File: config.mk
export PLATFORM = sky130hd
export DESIGN_NAME = pwm_timer
export DESIGN_NICKNAME = d
export VERILOG_FILES = /design/src/pwm_timer.v /design/src/edge_sync.v
export VERILOG_INCLUDE_DIRS = /design/src
export SDC_FILE = /design/constraint.sdc
export NUM_CORES = 1
export LEC_CHECK = 0
export BUFFER_PORTS_ARGS = -buffer_cell sky130_fd_sc_hd__buf_2
export CORE_MARGIN = 2
export CORE_UTILIZATION = 45
export CTS_BUF_LIST = sky130_fd_sc_hd__clkbuf_2 sky130_fd_sc_hd__clkbuf_4 sky130_fd_sc_hd__clkbuf_8
export DETAILED_ROUTE_END_ITERATION = 12
export GPL_TIMING_DRIVEN = 0
export SETUP_SLACK_MARGIN = 0.02
export SKIP_CTS_REPAIR_TIMING = 1
export SKIP_LAST_GASP = 1
export SLEW_MARGIN = 10
export SYNTH_ARGS = -nofsm -noshare
export SYNTH_HDL_FRONTEND = slang
export SYNTH_SLANG_ARGS = --single-unit
File: constraint.sdc
create_clock -name core_clk_in -period 6.7 [get_ports core_clk_in]
set_input_delay 0.67 -clock core_clk_in [delete_from_list [all_inputs] [get_ports core_clk_in]]
set_output_delay 0.67 -clock core_clk_in [all_outputs]
set_load 0.1 [all_outputs]
File: src/pwm_timer_defs.vh
// Purpose: Shared constants for the dual-slope PWM timer
// Assumes: APB slave, 32-bit data, word aligned offsets
// Notes: Definitions only
`ifndef PWM_TIMER_DEFS_VH
`define PWM_TIMER_DEFS_VH

// Register byte offsets
`define OFF_CTLA 8'h00
`define OFF_CTLB 8'h04
`define OFF_CNT 8'h08
`define OFF_OCRA 8'h0c
`define OFF_OCRB 8'h10
`define OFF_MASK 8'h14
`define OFF_FLAG 8'h18
`define OFF_STAT 8'h1c

// Temporary holding entry indices
`define IDX_CNT 0
`define IDX_OCRA 1
`define IDX_OCRB 2
`define IDX_CTLA 3
`define IDX_CTLB 4
`define NUM_HOLD 5

// Field positions
`define WGM_LO 1:0
`define WGM_HI 3
`define CS_FIELD 2:0
`define STAT_ASYNC 5
`define FLAG_OVF 0
`define FLAG_CMPA 1
`define FLAG_CMPB 2

// Encodings and values
`define WGM_PC_FIXED 3'h1
`define WGM_PC_VAR 3'h5
`define COM_NONINV 2'h2
`define COM_INV 2'h3
`define CS_STOP 3'h0
`define CS_DIRECT 3'h1
`define TOP_FIXED 8'hff
`define BOTTOM 8'h00
`define MAX_VAL 8'hff
`define RESET_BYTE 8'h00

// Timing counts
`define XFER_EDGES 2'h2
`define PRESC_LAST 3'h7

`endif

File: src/pwm_timer.v
// Purpose: 8-bit timer with phase-correct PWM, two compare channels, async clocking
// Assumes: Registers over APB; oscillator input sampled on core_clk_in (40 MHz)
// Notes: Non phase-correct modes count up and wrap only
//
// How it works
// - Waveform mode 1 or 5 selects phase-correct operation.
// - Counter runs up BOTTOM to TOP, then down to BOTTOM.
// - TOP is 0xff in mode 1, compare value A in mode 5.
// - Counter shows TOP for one tick, then counts down.
// - Overflow flag sets on reaching BOTTOM; enabled flag raises interrupt.
// - Non-inverting clears on up match, sets on down match; inverting opposite.
// - Output mode 2 is non-inverted, 3 inverted.
// - Compare at BOTTOM gives constant low, at MAX constant high (non-inverted).
// - At BOTTOM output takes up-match level when leaving MAX or started above.
// - Sync tick enables the core clock; async uses oscillator edges instead.
// - Async writes go to a holding register, moved after two oscillator edges.
// - Five independent holding registers: control A, control B, counter, compare A, compare B.
// - Busy flag per register set by write, cleared after transfer.
// - Compare matching is off while counter or compare write pending.
// - Sleep wake-up, async mode only, starts on the timer tick after the event.
// - Counter reads use a shadow refreshed per oscillator edge in async mode, every core cycle in sync mode, frozen in sleep.
// - Async flags reach the core after a fixed delay of three core cycles.
// - Compare outputs change one core cycle after the timer tick, no extra sync.
// - Oscillator stops in the two deepest sleeps; contents then invalid.
// - Clock source defaults to core; async select moves to oscillator pin.
`timescale 1ns/1ps
`include "pwm_timer_defs.vh"
module pwm_timer (
    // Clock and reset
    input wire core_clk_in,
    input wire rstn_in,
    // APB slave
    input wire psel_in,
    input wire penable_in,
    input wire pwrite_in,
    input wire [7:0] paddr_in,
    input wire [31:0] pwdata_in,
    output reg [31:0] prdata_out,
    output reg pready_out,
    output reg pslverr_out,
    // Oscillator and power state
    input wire osc_clock_input_in,
    input wire sleep_in,
    input wire deep_sleep_in,
    // Timer outputs
    output reg compare_output_a_out,
    output reg compare_output_b_out,
    output reg irq_out,
    output reg wake_out,
    output reg osc_pins_detached_out
);
    // Software visible state
    reg [7:0] ctrl_a;
    reg [7:0] ctrl_b;
    reg [7:0] counter_value;
    reg [7:0] compare_value_a;
    reg [7:0] compare_value_b;
    reg [2:0] irq_mask;
    reg [2:0] flags;
    reg async_clock_select;
    reg [7:0] shadow;
    // Timer internals
    reg dir_up;
    reg [2:0] presc;
    reg tick_d;
    reg [2:0] evt_d1;
    reg [2:0] evt_d2;
    reg [2:0] evt_d3;
    reg wake_pend;
    reg [2:0] next_flags;
    reg [7:0] next_cnt;
    reg next_dir;
    reg [31:0] rdata;

    wire osc_rise;
    wire osc_tick;
    wire presc_tick;
    wire tick;
    wire [2:0] waveform_mode_field;
    wire pc_mode;
    wire [7:0] top;
    wire at_bottom;
    wire ovf_evt;
    wire [1:0] cmp_evt;
    wire [2:0] evt;
    wire [2:0] set_vec;
    wire [1:0] oc_q;
    wire [`NUM_HOLD-1:0] pend_bus;
    wire [`NUM_HOLD-1:0] commit;
    wire [8*`NUM_HOLD-1:0] hold_bus;
    wire match_en;
    wire wr_en;
    wire rd_en;
    wire addr_ok;
    wire cnt_load;
    wire [7:0] cnt_load_val;

    edge_sync u_osc_sync (
        .core_clk_in(core_clk_in),
        .rstn_in(rstn_in),
        .level_in(osc_clock_input_in),
        .rise_out(osc_rise)
    );

    // Bus phases: the access completes on its second cycle
    assign wr_en = psel_in & penable_in & pready_out & pwrite_in;
    assign rd_en = psel_in & penable_in & ~pready_out & ~pwrite_in;
    assign addr_ok = (paddr_in == `OFF_CTLA) | (paddr_in == `OFF_CTLB) | (paddr_in == `OFF_CNT) |
                     (paddr_in == `OFF_OCRA) | (paddr_in == `OFF_OCRB) | (paddr_in == `OFF_MASK) |
                     (paddr_in == `OFF_FLAG) | (paddr_in == `OFF_STAT);

    // Oscillator ticks vanish in the two deepest sleeps
    assign osc_tick = osc_rise & ~deep_sleep_in;
    assign presc_tick = (ctrl_b[`CS_FIELD] == `CS_DIRECT) |
                        ((ctrl_b[`CS_FIELD] != `CS_STOP) & (presc == `PRESC_LAST));
    // One clock only: the tick is an enable, never a clock
    assign tick = async_clock_select ? osc_tick : presc_tick;

    assign waveform_mode_field = {ctrl_b[`WGM_HI], ctrl_a[`WGM_LO]};
    assign pc_mode = (waveform_mode_field == `WGM_PC_FIXED) |
                     (waveform_mode_field == `WGM_PC_VAR);
    assign top = (waveform_mode_field == `WGM_PC_VAR) ? compare_value_a : `TOP_FIXED;
    assign at_bottom = pc_mode & (counter_value == `BOTTOM);

    // A pending counter or compare transfer blocks compare matches
    assign match_en = ~(pend_bus[`IDX_CNT] | pend_bus[`IDX_OCRA] | pend_bus[`IDX_OCRB]);

    // Holding registers, one per asynchronously written register
    genvar i;
    generate
        for (i = 0; i < `NUM_HOLD; i = i + 1) begin : g_hold
            localparam [7:0] OFFS = (i == `IDX_CNT) ? `OFF_CNT : (i == `IDX_OCRA) ? `OFF_OCRA :
                                    (i == `IDX_OCRB) ? `OFF_OCRB : (i == `IDX_CTLA) ? `OFF_CTLA : `OFF_CTLB;
            reg [7:0] hold;
            reg pend;
            reg [1:0] edges;
            wire hit;
            assign hit = wr_en & (paddr_in == OFFS) & async_clock_select;
            always @(posedge core_clk_in) begin
                if (!rstn_in) begin
                    hold <= `RESET_BYTE;
                    pend <= 1'b0;
                    edges <= 2'h0;
                end else if (hit) begin
                    hold <= pwdata_in[7:0];
                    pend <= 1'b1;
                    edges <= 2'h0;
                end else if (pend & osc_tick) begin
                    if (edges == `XFER_EDGES - 2'h1) begin
                        pend <= 1'b0;
                    end else begin
                        edges <= edges + 2'h1;
                    end
                end
            end
            // Transfer lands on the second oscillator edge after the write
            assign commit[i] = pend & osc_tick & (edges == `XFER_EDGES - 2'h1);
            assign pend_bus[i] = pend;
            assign hold_bus[8*i+7:8*i] = hold;
        end
    endgenerate

    // Direct write in sync mode, transfer from the holding register in async mode
    assign cnt_load = (wr_en & (paddr_in == `OFF_CNT) & ~async_clock_select) | commit[`IDX_CNT];
    assign cnt_load_val = commit[`IDX_CNT] ? hold_bus[8*`IDX_CNT+7:8*`IDX_CNT] : pwdata_in[7:0];

    // Counter sequencing
    always @* begin
        next_cnt = counter_value;
        next_dir = dir_up;
        if (pc_mode) begin
            if (dir_up) begin
                if (counter_value >= top) begin
                    next_cnt = counter_value - 8'h01;
                    next_dir = 1'b0;
                end else begin
                    next_cnt = counter_value + 8'h01;
                end
            end else begin
                if (counter_value == `BOTTOM) begin
                    next_cnt = counter_value + 8'h01;
                    next_dir = 1'b1;
                end else begin
                    next_cnt = counter_value - 8'h01;
                end
            end
        end else begin
            next_cnt = counter_value + 8'h01;
            next_dir = 1'b1;
        end
    end

    // Overflow event when the counter arrives at BOTTOM
    assign ovf_evt = tick & ~cnt_load & (next_cnt == `BOTTOM) &
                     (pc_mode ? ~dir_up : (counter_value == `MAX_VAL));

    always @(posedge core_clk_in) begin
        if (!rstn_in) begin
            counter_value <= `RESET_BYTE;
            dir_up <= 1'b1;
            presc <= 3'h0;
        end else begin
            presc <= (ctrl_b[`CS_FIELD] == `CS_STOP) ? 3'h0 : presc + 3'h1;
            if (cnt_load) begin
                counter_value <= cnt_load_val;
            end else if (tick) begin
                counter_value <= next_cnt;
                dir_up <= next_dir;
            end
        end
    end

    // Compare channels
    generate
        for (i = 0; i < 2; i = i + 1) begin : g_cmp
            wire [7:0] ocr;
            wire [1:0] compare_output_mode;
            wire match;
            wire up_level;
            reg oc;
            reg prev_max;
            reg start_above;
            assign ocr = (i == 0) ? compare_value_a : compare_value_b;
            assign compare_output_mode = (i == 0) ? ctrl_a[7:6] : ctrl_a[5:4];
            assign match = tick & match_en & ~cnt_load & (counter_value == ocr);
            // Up-match level: low for mode 2, high for mode 3
            assign up_level = compare_output_mode[0];
            always @(posedge core_clk_in) begin
                if (!rstn_in) begin
                    oc <= 1'b0;
                    prev_max <= 1'b0;
                    start_above <= 1'b0;
                end else begin
                    if (cnt_load) begin
                        start_above <= (cnt_load_val > ocr);
                    end else if (tick & at_bottom) begin
                        start_above <= 1'b0;
                    end
                    if (tick & at_bottom) begin
                        prev_max <= (ocr == `MAX_VAL);
                    end
                    if (pc_mode & compare_output_mode[1]) begin
                        // BOTTOM counts as an up match, TOP as a down match
                        if (tick & at_bottom & ((ocr == `BOTTOM) | start_above |
                            (prev_max & (ocr != `MAX_VAL)))) begin
                            oc <= up_level;
                        end else if (match & (counter_value == top)) begin
                            oc <= ~up_level;
                        end else if (match) begin
                            oc <= dir_up ? up_level : ~up_level;
                        end
                    end
                end
            end
            assign cmp_evt[i] = match;
            assign oc_q[i] = oc;
        end
    endgenerate

    assign evt = {cmp_evt[1], cmp_evt[0], ovf_evt};
    // Async events cross with a fixed three-cycle delay
    assign set_vec = async_clock_select ? evt_d3 : evt;

    always @* begin
        next_flags = flags;
        if (wr_en & (paddr_in == `OFF_FLAG)) begin
            next_flags = flags & ~pwdata_in[2:0];
        end
        // A set in the clearing cycle is kept
        next_flags = next_flags | set_vec;
    end

    // Register file, flags, shadow and outputs
    always @(posedge core_clk_in) begin
        if (!rstn_in) begin
            ctrl_a <= `RESET_BYTE;
            ctrl_b <= `RESET_BYTE;
            compare_value_a <= `RESET_BYTE;
            compare_value_b <= `RESET_BYTE;
            irq_mask <= 3'h0;
            flags <= 3'h0;
            async_clock_select <= 1'b0;
            shadow <= `RESET_BYTE;
            tick_d <= 1'b0;
            evt_d1 <= 3'h0;
            evt_d2 <= 3'h0;
            evt_d3 <= 3'h0;
            wake_pend <= 1'b0;
            wake_out <= 1'b0;
            irq_out <= 1'b0;
            compare_output_a_out <= 1'b0;
            compare_output_b_out <= 1'b0;
            osc_pins_detached_out <= 1'b0;
        end else begin
            if (commit[`IDX_CTLA]) begin
                ctrl_a <= hold_bus[8*`IDX_CTLA+7:8*`IDX_CTLA];
            end else if (wr_en & (paddr_in == `OFF_CTLA) & ~async_clock_select) begin
                ctrl_a <= pwdata_in[7:0];
            end
            if (commit[`IDX_CTLB]) begin
                ctrl_b <= hold_bus[8*`IDX_CTLB+7:8*`IDX_CTLB];
            end else if (wr_en & (paddr_in == `OFF_CTLB) & ~async_clock_select) begin
                ctrl_b <= pwdata_in[7:0];
            end
            if (commit[`IDX_OCRA]) begin
                compare_value_a <= hold_bus[8*`IDX_OCRA+7:8*`IDX_OCRA];
            end else if (wr_en & (paddr_in == `OFF_OCRA) & ~async_clock_select) begin
                compare_value_a <= pwdata_in[7:0];
            end
            if (commit[`IDX_OCRB]) begin
                compare_value_b <= hold_bus[8*`IDX_OCRB+7:8*`IDX_OCRB];
            end else if (wr_en & (paddr_in == `OFF_OCRB) & ~async_clock_select) begin
                compare_value_b <= pwdata_in[7:0];
            end
            if (wr_en & (paddr_in == `OFF_MASK)) begin
                irq_mask <= pwdata_in[2:0];
            end
            if (wr_en & (paddr_in == `OFF_STAT)) begin
                async_clock_select <= pwdata_in[`STAT_ASYNC];
            end
            flags <= next_flags;
            evt_d1 <= evt;
            evt_d2 <= evt_d1;
            evt_d3 <= evt_d2;
            // Shadow follows one cycle behind each oscillator tick in async mode, every cycle in sync mode, and freezes in sleep
            tick_d <= osc_tick;
            if (~sleep_in & (~async_clock_select | tick_d)) begin
                shadow <= counter_value;
            end
            // Wake request waits for the next timer tick after the event
            if (~sleep_in) begin
                wake_pend <= 1'b0;
                wake_out <= 1'b0;
            end else begin
                if (async_clock_select & |(evt & irq_mask)) begin
                    wake_pend <= 1'b1;
                end
                if (wake_pend & tick) begin
                    wake_out <= 1'b1;
                end
            end
            irq_out <= |(next_flags & irq_mask);
            // Pins are registered from the tick-domain state, one core cycle behind it
            compare_output_a_out <= oc_q[0];
            compare_output_b_out <= oc_q[1];
            osc_pins_detached_out <= async_clock_select;
        end
    end

    // Read mux
    always @* begin
        rdata = 32'h0000_0000;
        case (paddr_in)
            `OFF_CTLA: rdata[7:0] = ctrl_a;
            `OFF_CTLB: rdata[7:0] = ctrl_b;
            `OFF_CNT: rdata[7:0] = shadow;
            `OFF_OCRA: rdata[7:0] = compare_value_a;
            `OFF_OCRB: rdata[7:0] = compare_value_b;
            `OFF_MASK: rdata[2:0] = irq_mask;
            `OFF_FLAG: rdata[2:0] = flags;
            `OFF_STAT: rdata[5:0] = {async_clock_select, pend_bus};
            default: rdata = 32'h0000_0000;
        endcase
    end

    // APB answer: pready on the second access cycle
    always @(posedge core_clk_in) begin
        if (!rstn_in) begin
            prdata_out <= 32'h0000_0000;
            pready_out <= 1'b0;
            pslverr_out <= 1'b0;
        end else if (psel_in & penable_in & ~pready_out) begin
            pready_out <= 1'b1;
            pslverr_out <= ~addr_ok;
            prdata_out <= rd_en ? rdata : 32'h0000_0000;
        end else begin
            pready_out <= 1'b0;
            pslverr_out <= 1'b0;
        end
    end
endmodule // pwm_timer

File: src/edge_sync.v
// Purpose: Bring the oscillator level into the core clock and flag its rising edges
// Assumes: Oscillator much slower than core clock
// Notes: First stage feeds only the second stage
`timescale 1ns/1ps
module edge_sync (
    // Clock and reset
    input wire core_clk_in,
    input wire rstn_in,
    // Level and edge
    input wire level_in,
    output wire rise_out
);
    reg meta;
    reg stable;
    reg stable_d;

    always @(posedge core_clk_in) begin
        if (!rstn_in) begin
            meta <= 1'b0;
            stable <= 1'b0;
            stable_d <= 1'b0;
        end else begin
            meta <= level_in;
            stable <= meta;
            stable_d <= stable;
        end
    end

    assign rise_out = stable & ~stable_d;
endmodule // edge_sync

[Word-level counts from Yosys, hierarchy flattened]
Cells that the tools add are included.
Storage, ports and cells
  flip-flop bits (word level): 173
  input bits: 48
  output and inout port bits: 39
Cells by class
  $add $sub $neg: 8
  magnitude comparators: 3
  eq/ne operators: 24
  muxes and demuxes: 55
  bitwise operators: 96
  reduce and logical (&&, ||, !) cells: 48
Operators with widths (number)
  $mux 8: 17
  $and 1x1->1: 56
  $logic_not 8->1: 5
  $mux 1: 33
  $eq 8x5->1 const B: 4
  $reduce_bool 2->1: 16
  $reduce_and 2->1: 15
  $eq 8x8->1: 3
  $eq 8x8->1 const B: 3
  $pmux 3 s8: 1
  $not 1->1: 18
  $pmux 3 s6: 1
  $or 1x1->1: 17
  $eq 8x4->1 const B: 2
  $gt 8x8->1: 2
  $ne 8x8->1 const B: 2
  $reduce_or 2->1: 6
  $add 2x1->2 const B: 5
  $eq 2x1->1 const B: 5
  $pmux 2 s5: 1
  $and 3x3->3: 3
  $reduce_bool 3->1: 3
  $add 8x1->8 const B: 1
  $eq 8x3->1 const B: 1
  10 further kinds: 14

[Longest topological paths before layout]
  depth after elaboration: 14
  mapped depth: 14
  depth with buffers taken out: 13

[By module]
A second synthesis with hierarchy kept.
Unflattened totals
  cells, all modules: 951
  area total of the unflattened synthesis: 7931.4 um^2
Modules (own cells, without submodules)
  pwm_timer: instances 1, cells each 944, area an instance 7838.8 um^2
  edge_sync: instances 1, cells each 7, area an instance 92.6 um^2

[Least setup slack after synthesis]
Ideal clock, no wire load.
  path type: register to register
  from: reg ctrl_a[0]
  to: reg irq_out
  setup time: 0.059 ns
  arrival time: 2.982 ns
  data required time: 6.641 ns
  setup slack: 3.660 ns
  stages on the path, launching flop included: 13
  path buffers: 0
  clock period less this slack: 3.040 ns
  path through: dfxtp_1 nor2b_1 nand2_1 or2_2 ha_1 nand2b_1 a31oi_1 o211a_1 nor2_1 a311o_1 a211oi_1 and4_2 a31o_1
Between the ends
  cells in the longest elaborated chain, start to end: 13
  elaborated cells on any way between the ends: 16
RTL lines
  from (decl): line pwm_timer.v:53  | reg [7:0] ctrl_a;
  from (signal assigned): line pwm_timer.v:276  | ctrl_a <= `RESET_BYTE;
  from (signal assigned): line pwm_timer.v:296  | ctrl_a <= hold_bus[8*`IDX_CTLA+7:8*`IDX_CTLA];
  from (signal assigned): line pwm_timer.v:298  | ctrl_a <= pwdata_in[7:0];
  $eq 3x3->1 (no line)
  $mux 8 (no line)
  $ge 8x8->1: line pwm_timer.v:173  | if (counter_value >= top) begin
  $mux 8: line pwm_timer.v:173
  $mux 8: line pwm_timer.v:172  | if (dir_up) begin
  $mux 8: line pwm_timer.v:171  | if (pc_mode) begin
  $logic_not 8->1 (no line)
  $and 1x1->1: line pwm_timer.v:194  | assign ovf_evt = tick & ~cnt_load & (next_cnt == `BOTTOM) &
  $and 1x1->1 (*): line pwm_timer.v:194
  $mux 3 (*): line pwm_timer.v:262  | assign set_vec = async_clock_select ? evt_d3 : evt;
  $or 3x3->3 (*): line pwm_timer.v:270  | next_flags = next_flags | set_vec;
  $and 3x3->3 (*): line pwm_timer.v:342  | irq_out <= |(next_flags & irq_mask);
  $reduce_or 3->1 (*): line pwm_timer.v:342
  to (signal assigned): line pwm_timer.v:342
  to (decl): line pwm_timer.v:48  | output reg irq_out,
Mark *: on every way between the ends. The rest lies on a longest branch, timed or not.
A chain may end at the register's enable or synchronous reset.

[Final worst setup path]
Same ends and word-level chain as after synthesis.

==> impl_metrics.yaml <==
timing:
  grt_setup_unrepaired: "no"
  normalized_max_slew_margin: 0.190
  post-route-period-util: 0.595
  post-route-min-period_ns: 3.99
  setup_viol_count_final: 0
  timing_max_transition_violations_final: 0
  fin_worst_setup_slack_ns: 2.71
  fin_worst_skew_ns: 0.0148
  post_route_setup_tns_ns: 0
  worst-slew-pin-transition_ns: 1.21
  timing.fmax_mhz: 251
  hold_violations: 0
worst_setup_path:
  setup.worst_path.start_class: "flop"
  reg2regPathDepth: 12
  rr_startpoint: "ctrl_a[0]"
  r2r_slack_ns: 2.71
  cp-end-kind: "flop"
  criticalPathCategory: "flop to flop"
  worstReg2RegEnd: "irq_out"
  worst-endpoint-arrival_ns: 4.39
  worstPathMaxFanout: 9
  cp.required_ns: 7.10
grt:
  gr-total-overflow: 0
  first_pass_grt_wire_length_um: 37200
  grt_pass1_vias: 6441
  grt_max_degree: 17
  initial_antenna_violation_count: 0
  gr-usage-all-layers: 0.269
routing:
  drt_drc_violations_left: 0
  drt_wl_total_um: 24000
  route.antenna.remaining_nets: 0
  wl_per_cell_um: 18.9
  initialDrtViolationCount: 576
  drtPass1Iterations: 6
  dr_total_vias: 6966
  drt-vias-per-instance: 5.49
final_layout:
  number_of_antenna_cells_inserted: 0
  synthToLayoutAreaGrowth_pct: 11.6
  final.fill_count: 1735
  layoutNonFillerInstCount: 1270
  num-nets-final: 1116
  drive_above_1_share: 0.118
logic_synthesis:
  post_synth.cell_area_avg_um2: 8.17
  async_set_reset_flop_share_out_of_synthesis: 0
  ys_warn_count: 0
  synthFlopType: "sky130_fd_sc_hd__dfxtp_1"
  postSynthCellCount: 957
  synth-seq-area-share: 0.381
  synth_compound_area_frac: 0.177
  post_synth_fa_ha_maj_area_fraction: 0.0544
  synth-simple-area-share: 0.210
  xor_and_xnor_fraction_of_the_mapped_netlist_area: 0.0302
  synth-seq-cells: 149
  yosysUniqueCellTypes: 72
  synth_top_family_by_area: "simple AND/OR/NAND/NOR gates"
  post_synth_mux_area_share: 0.0766
  synth_enable_flop_cells: 0
  syn_area_um2: 7820
clock_network:
  cts.reportedPaths.clkPinSlew_ns: 0.08
  clock_path_buffers: 2
  root_buffer: "sky130_fd_sc_hd__clkbuf_8"
  clkSinkCount: 149
  htreeDepth: 4
  cts_bufs_inserted: 17
  cts_tree: "built"
  clk_latency_ns: 0.47
power:
  clock_power_share: 0.392
  sequentialPowerShare: 0.517
  swShare: 0.285
  power.share.combinational: 0.091
  power-per-cell-area_nw_per_um2: 196
  ir_worst_vdd_mv: 0.146
  cell_internal_pwr_w: 0.00123
  power_leakage_nw: 3.54
  p_switching_w: 0.000489
floorplanning:
  core_um2: 17100
  die-area_um2: 18500
  num_io_pins: 87
  chipWidth_um: 136
  die_h_um: 136
  floorplan.initialDensity: 0.457
  num_rows: 48
flow_run:
  max-cap-violations: 0
placement:
  place.detailed.instances: 1240
  preCtsSetupSlack_ns: 2.80
  place.port_buffers: 34
  gp_routability_congestion: 0.937
  dp_hpwl_um: 17700
hold_path:
  holdCritStartpoint: "osc_clock_input_in"
  timing.hold.worst_endpoint: "u_osc_sync.meta"
  min_path_type: "input port to flop"
  timing.hold.worst_path_depth: 2
status:
  outcome: "completed"
==> synth_stat cells, types with 12 or more instances <==
master,n,share of area
sky130_fd_sc_hd__nor4_1,12,0.0096
sky130_fd_sc_hd__ha_1,34,0.054
sky130_fd_sc_hd__buf_4,25,0.024
sky130_fd_sc_hd__a21oi_1,88,0.056
sky130_fd_sc_hd__clkbuf_1,52,0.025
sky130_fd_sc_hd__nor2_1,110,0.053
sky130_fd_sc_hd__inv_1,28,0.013
sky130_fd_sc_hd__o21ai_0,20,0.013
sky130_fd_sc_hd__dfxtp_1,149,0.38
sky130_fd_sc_hd__and2_1,16,0.013
sky130_fd_sc_hd__a211oi_1,44,0.042
sky130_fd_sc_hd__mux2i_1,52,0.067
sky130_fd_sc_hd__nand2_1,141,0.068
sky130_fd_sc_hd__nand3_1,26,0.017
sky130_fd_sc_hd__xor2_1,17,0.019
==> state kept, by name (all words and copies together), names as in the netlist, 3 cells and up <==
signal	flops
compare_value_a	8
shadow	8
ctrl_b	8
compare_value_b	8
g_hold.pend	5
g_hold.hold	40
counter_value	8
evt_d3	3
irq_mask	3
ctrl_a	8
flags	3
g_hold.edges	10
evt_d1	3
evt_d2	3
prdata_out	8
presc	3
==> worst max path at each step <==
stage	startpoint	to	slack, ns	depth (start not counted)
2_1_floorplan	ctrl_a[0]	irq_out	3.66	12
3_3_place_gp	ctrl_a[0]	irq_out	2.79	12
3_5_place_dp	ctrl_a[0]	wake_pend	2.80	12
4_1_cts	ctrl_a[0]	irq_out	2.79	12
5_1_grt	ctrl_a[0]	wake_pend	2.42	12
6_report	ctrl_a[0]	irq_out	2.71	12
==> layout make-up <==
class	instances	area, um2	share of cell area
Multi-Input combinational cell	718	4390	0.503
Buffer	85	438	0.0502
Sequential cell	149	2980	0.342
Timing Repair Buffer	35	178	0.0203
Inverter	28	105	0.0120
Tap cell	225	282	0.0322
Clock buffer	20	256	0.0294
Clock inverter	10	101	0.0116
==> layer usage <==
| metal | routed length [um] | track usage | part of all wire | up-vias |
|---|---|---|---|---|
| met3 | 1540 | 0.0503 | 0.064 | 52 |
| met4 | 898 | 0.112 | 0.037 | 0 |
| met1 | 10800 | 0.364 | 0.45 | 3237 |
| met5 | 0 | 0 | 0 | - |
| met2 | 10800 | 0.421 | 0.45 | 221 |
| li1 | - | - | - | 3456 |
==> metrics by stage <==
stage	hold slack, ns	power [W]	util	cell area (um2)
2_1_floorplan	0.399	0.00103	-	7910
3_3_place_gp	0.413	0.00106	0.488	8360
3_5_place_dp	0.414	0.00106	0.489	8370
4_1_cts	0.388	0.00172	0.510	8730
5_1_grt	0.391	0.00177	0.510	8730
6_report	0.406	0.00172	0.510	8730
==> cells in the final DEF, fill, tap and decap left out, types with 4 or more instances in the layout <==
cell / n
sky130_fd_sc_hd__o21ai_1: 4
sky130_fd_sc_hd__a31oi_1: 5
sky130_fd_sc_hd__nand3_1: 26
sky130_fd_sc_hd__and2_1: 16
sky130_fd_sc_hd__inv_1: 28
sky130_fd_sc_hd__nor4_1: 11
sky130_fd_sc_hd__conb_1: 24
sky130_fd_sc_hd__buf_4: 26
sky130_fd_sc_hd__nand2_1: 141
sky130_fd_sc_hd__a21oi_1: 88
sky130_fd_sc_hd__xnor2_1: 10
sky130_fd_sc_hd__nor2_1: 110
sky130_fd_sc_hd__dfxtp_1: 149
sky130_fd_sc_hd__clkbuf_1: 52
sky130_fd_sc_hd__o211ai_1: 5
sky130_fd_sc_hd__nand2b_1: 5
sky130_fd_sc_hd__ha_1: 34
sky130_fd_sc_hd__nor3_1: 9
sky130_fd_sc_hd__buf_2: 36
sky130_fd_sc_hd__o21ai_0: 20
sky130_fd_sc_hd__nor2b_1: 6
sky130_fd_sc_hd__or2_2: 4
sky130_fd_sc_hd__o21a_1: 4
sky130_fd_sc_hd__a21o_1: 5
sky130_fd_sc_hd__xor2_1: 17
sky130_fd_sc_hd__a222oi_1: 9
sky130_fd_sc_hd__a211oi_1: 44
sky130_fd_sc_hd__nand4_1: 10
sky130_fd_sc_hd__mux2_2: 7
sky130_fd_sc_hd__mux2i_1: 52
sky130_fd_sc_hd__a22oi_1: 4
sky130_fd_sc_hd__clkbuf_8: 19
==> critical path: stages, from the launching register on <==
cell and delay, ns:
sky130_fd_sc_hd__dfxtp_1 0.43, sky130_fd_sc_hd__nor2b_1 0.44, sky130_fd_sc_hd__nand2_1 0.30, sky130_fd_sc_hd__or2_2 0.35, sky130_fd_sc_hd__ha_1 0.29, sky130_fd_sc_hd__nand2b_1 0.10, sky130_fd_sc_hd__a31oi_1 0.11, sky130_fd_sc_hd__o211a_1 0.30
sky130_fd_sc_hd__nor2_1 0.51, sky130_fd_sc_hd__a31oi_1 0.22, sky130_fd_sc_hd__a211oi_1 0.41, sky130_fd_sc_hd__and4_2 0.32, sky130_fd_sc_hd__a31o_1 0.15
==> logic make-up (layout without fill, tap and decap cells) <==
group,count (synthesis),count (layout)
AOI/OAI and AO/OA,212,212
buffers and inverters,113,178
xor gates and xnor gates,27,27
and+or+nand+nor,362,362
muxes,59,59
DFF,149,149
adders and majority gates,34,34
other,1,24
==> power by group through the flow <==
stage / combinational, W / clock (W) / sequential, W
floorplan: 0.000116 / 0 / 0.000911
global placement: 0.000155 / 0 / 0.000907
detailed placement: 0.000155 / 0 / 0.000907
CTS: 0.000155 / 0.000680 / 0.000886
global route: 0.000165 / 0.000720 / 0.000887
finish: 0.000156 / 0.000673 / 0.000886
Power figures use the tool's default switching activity.
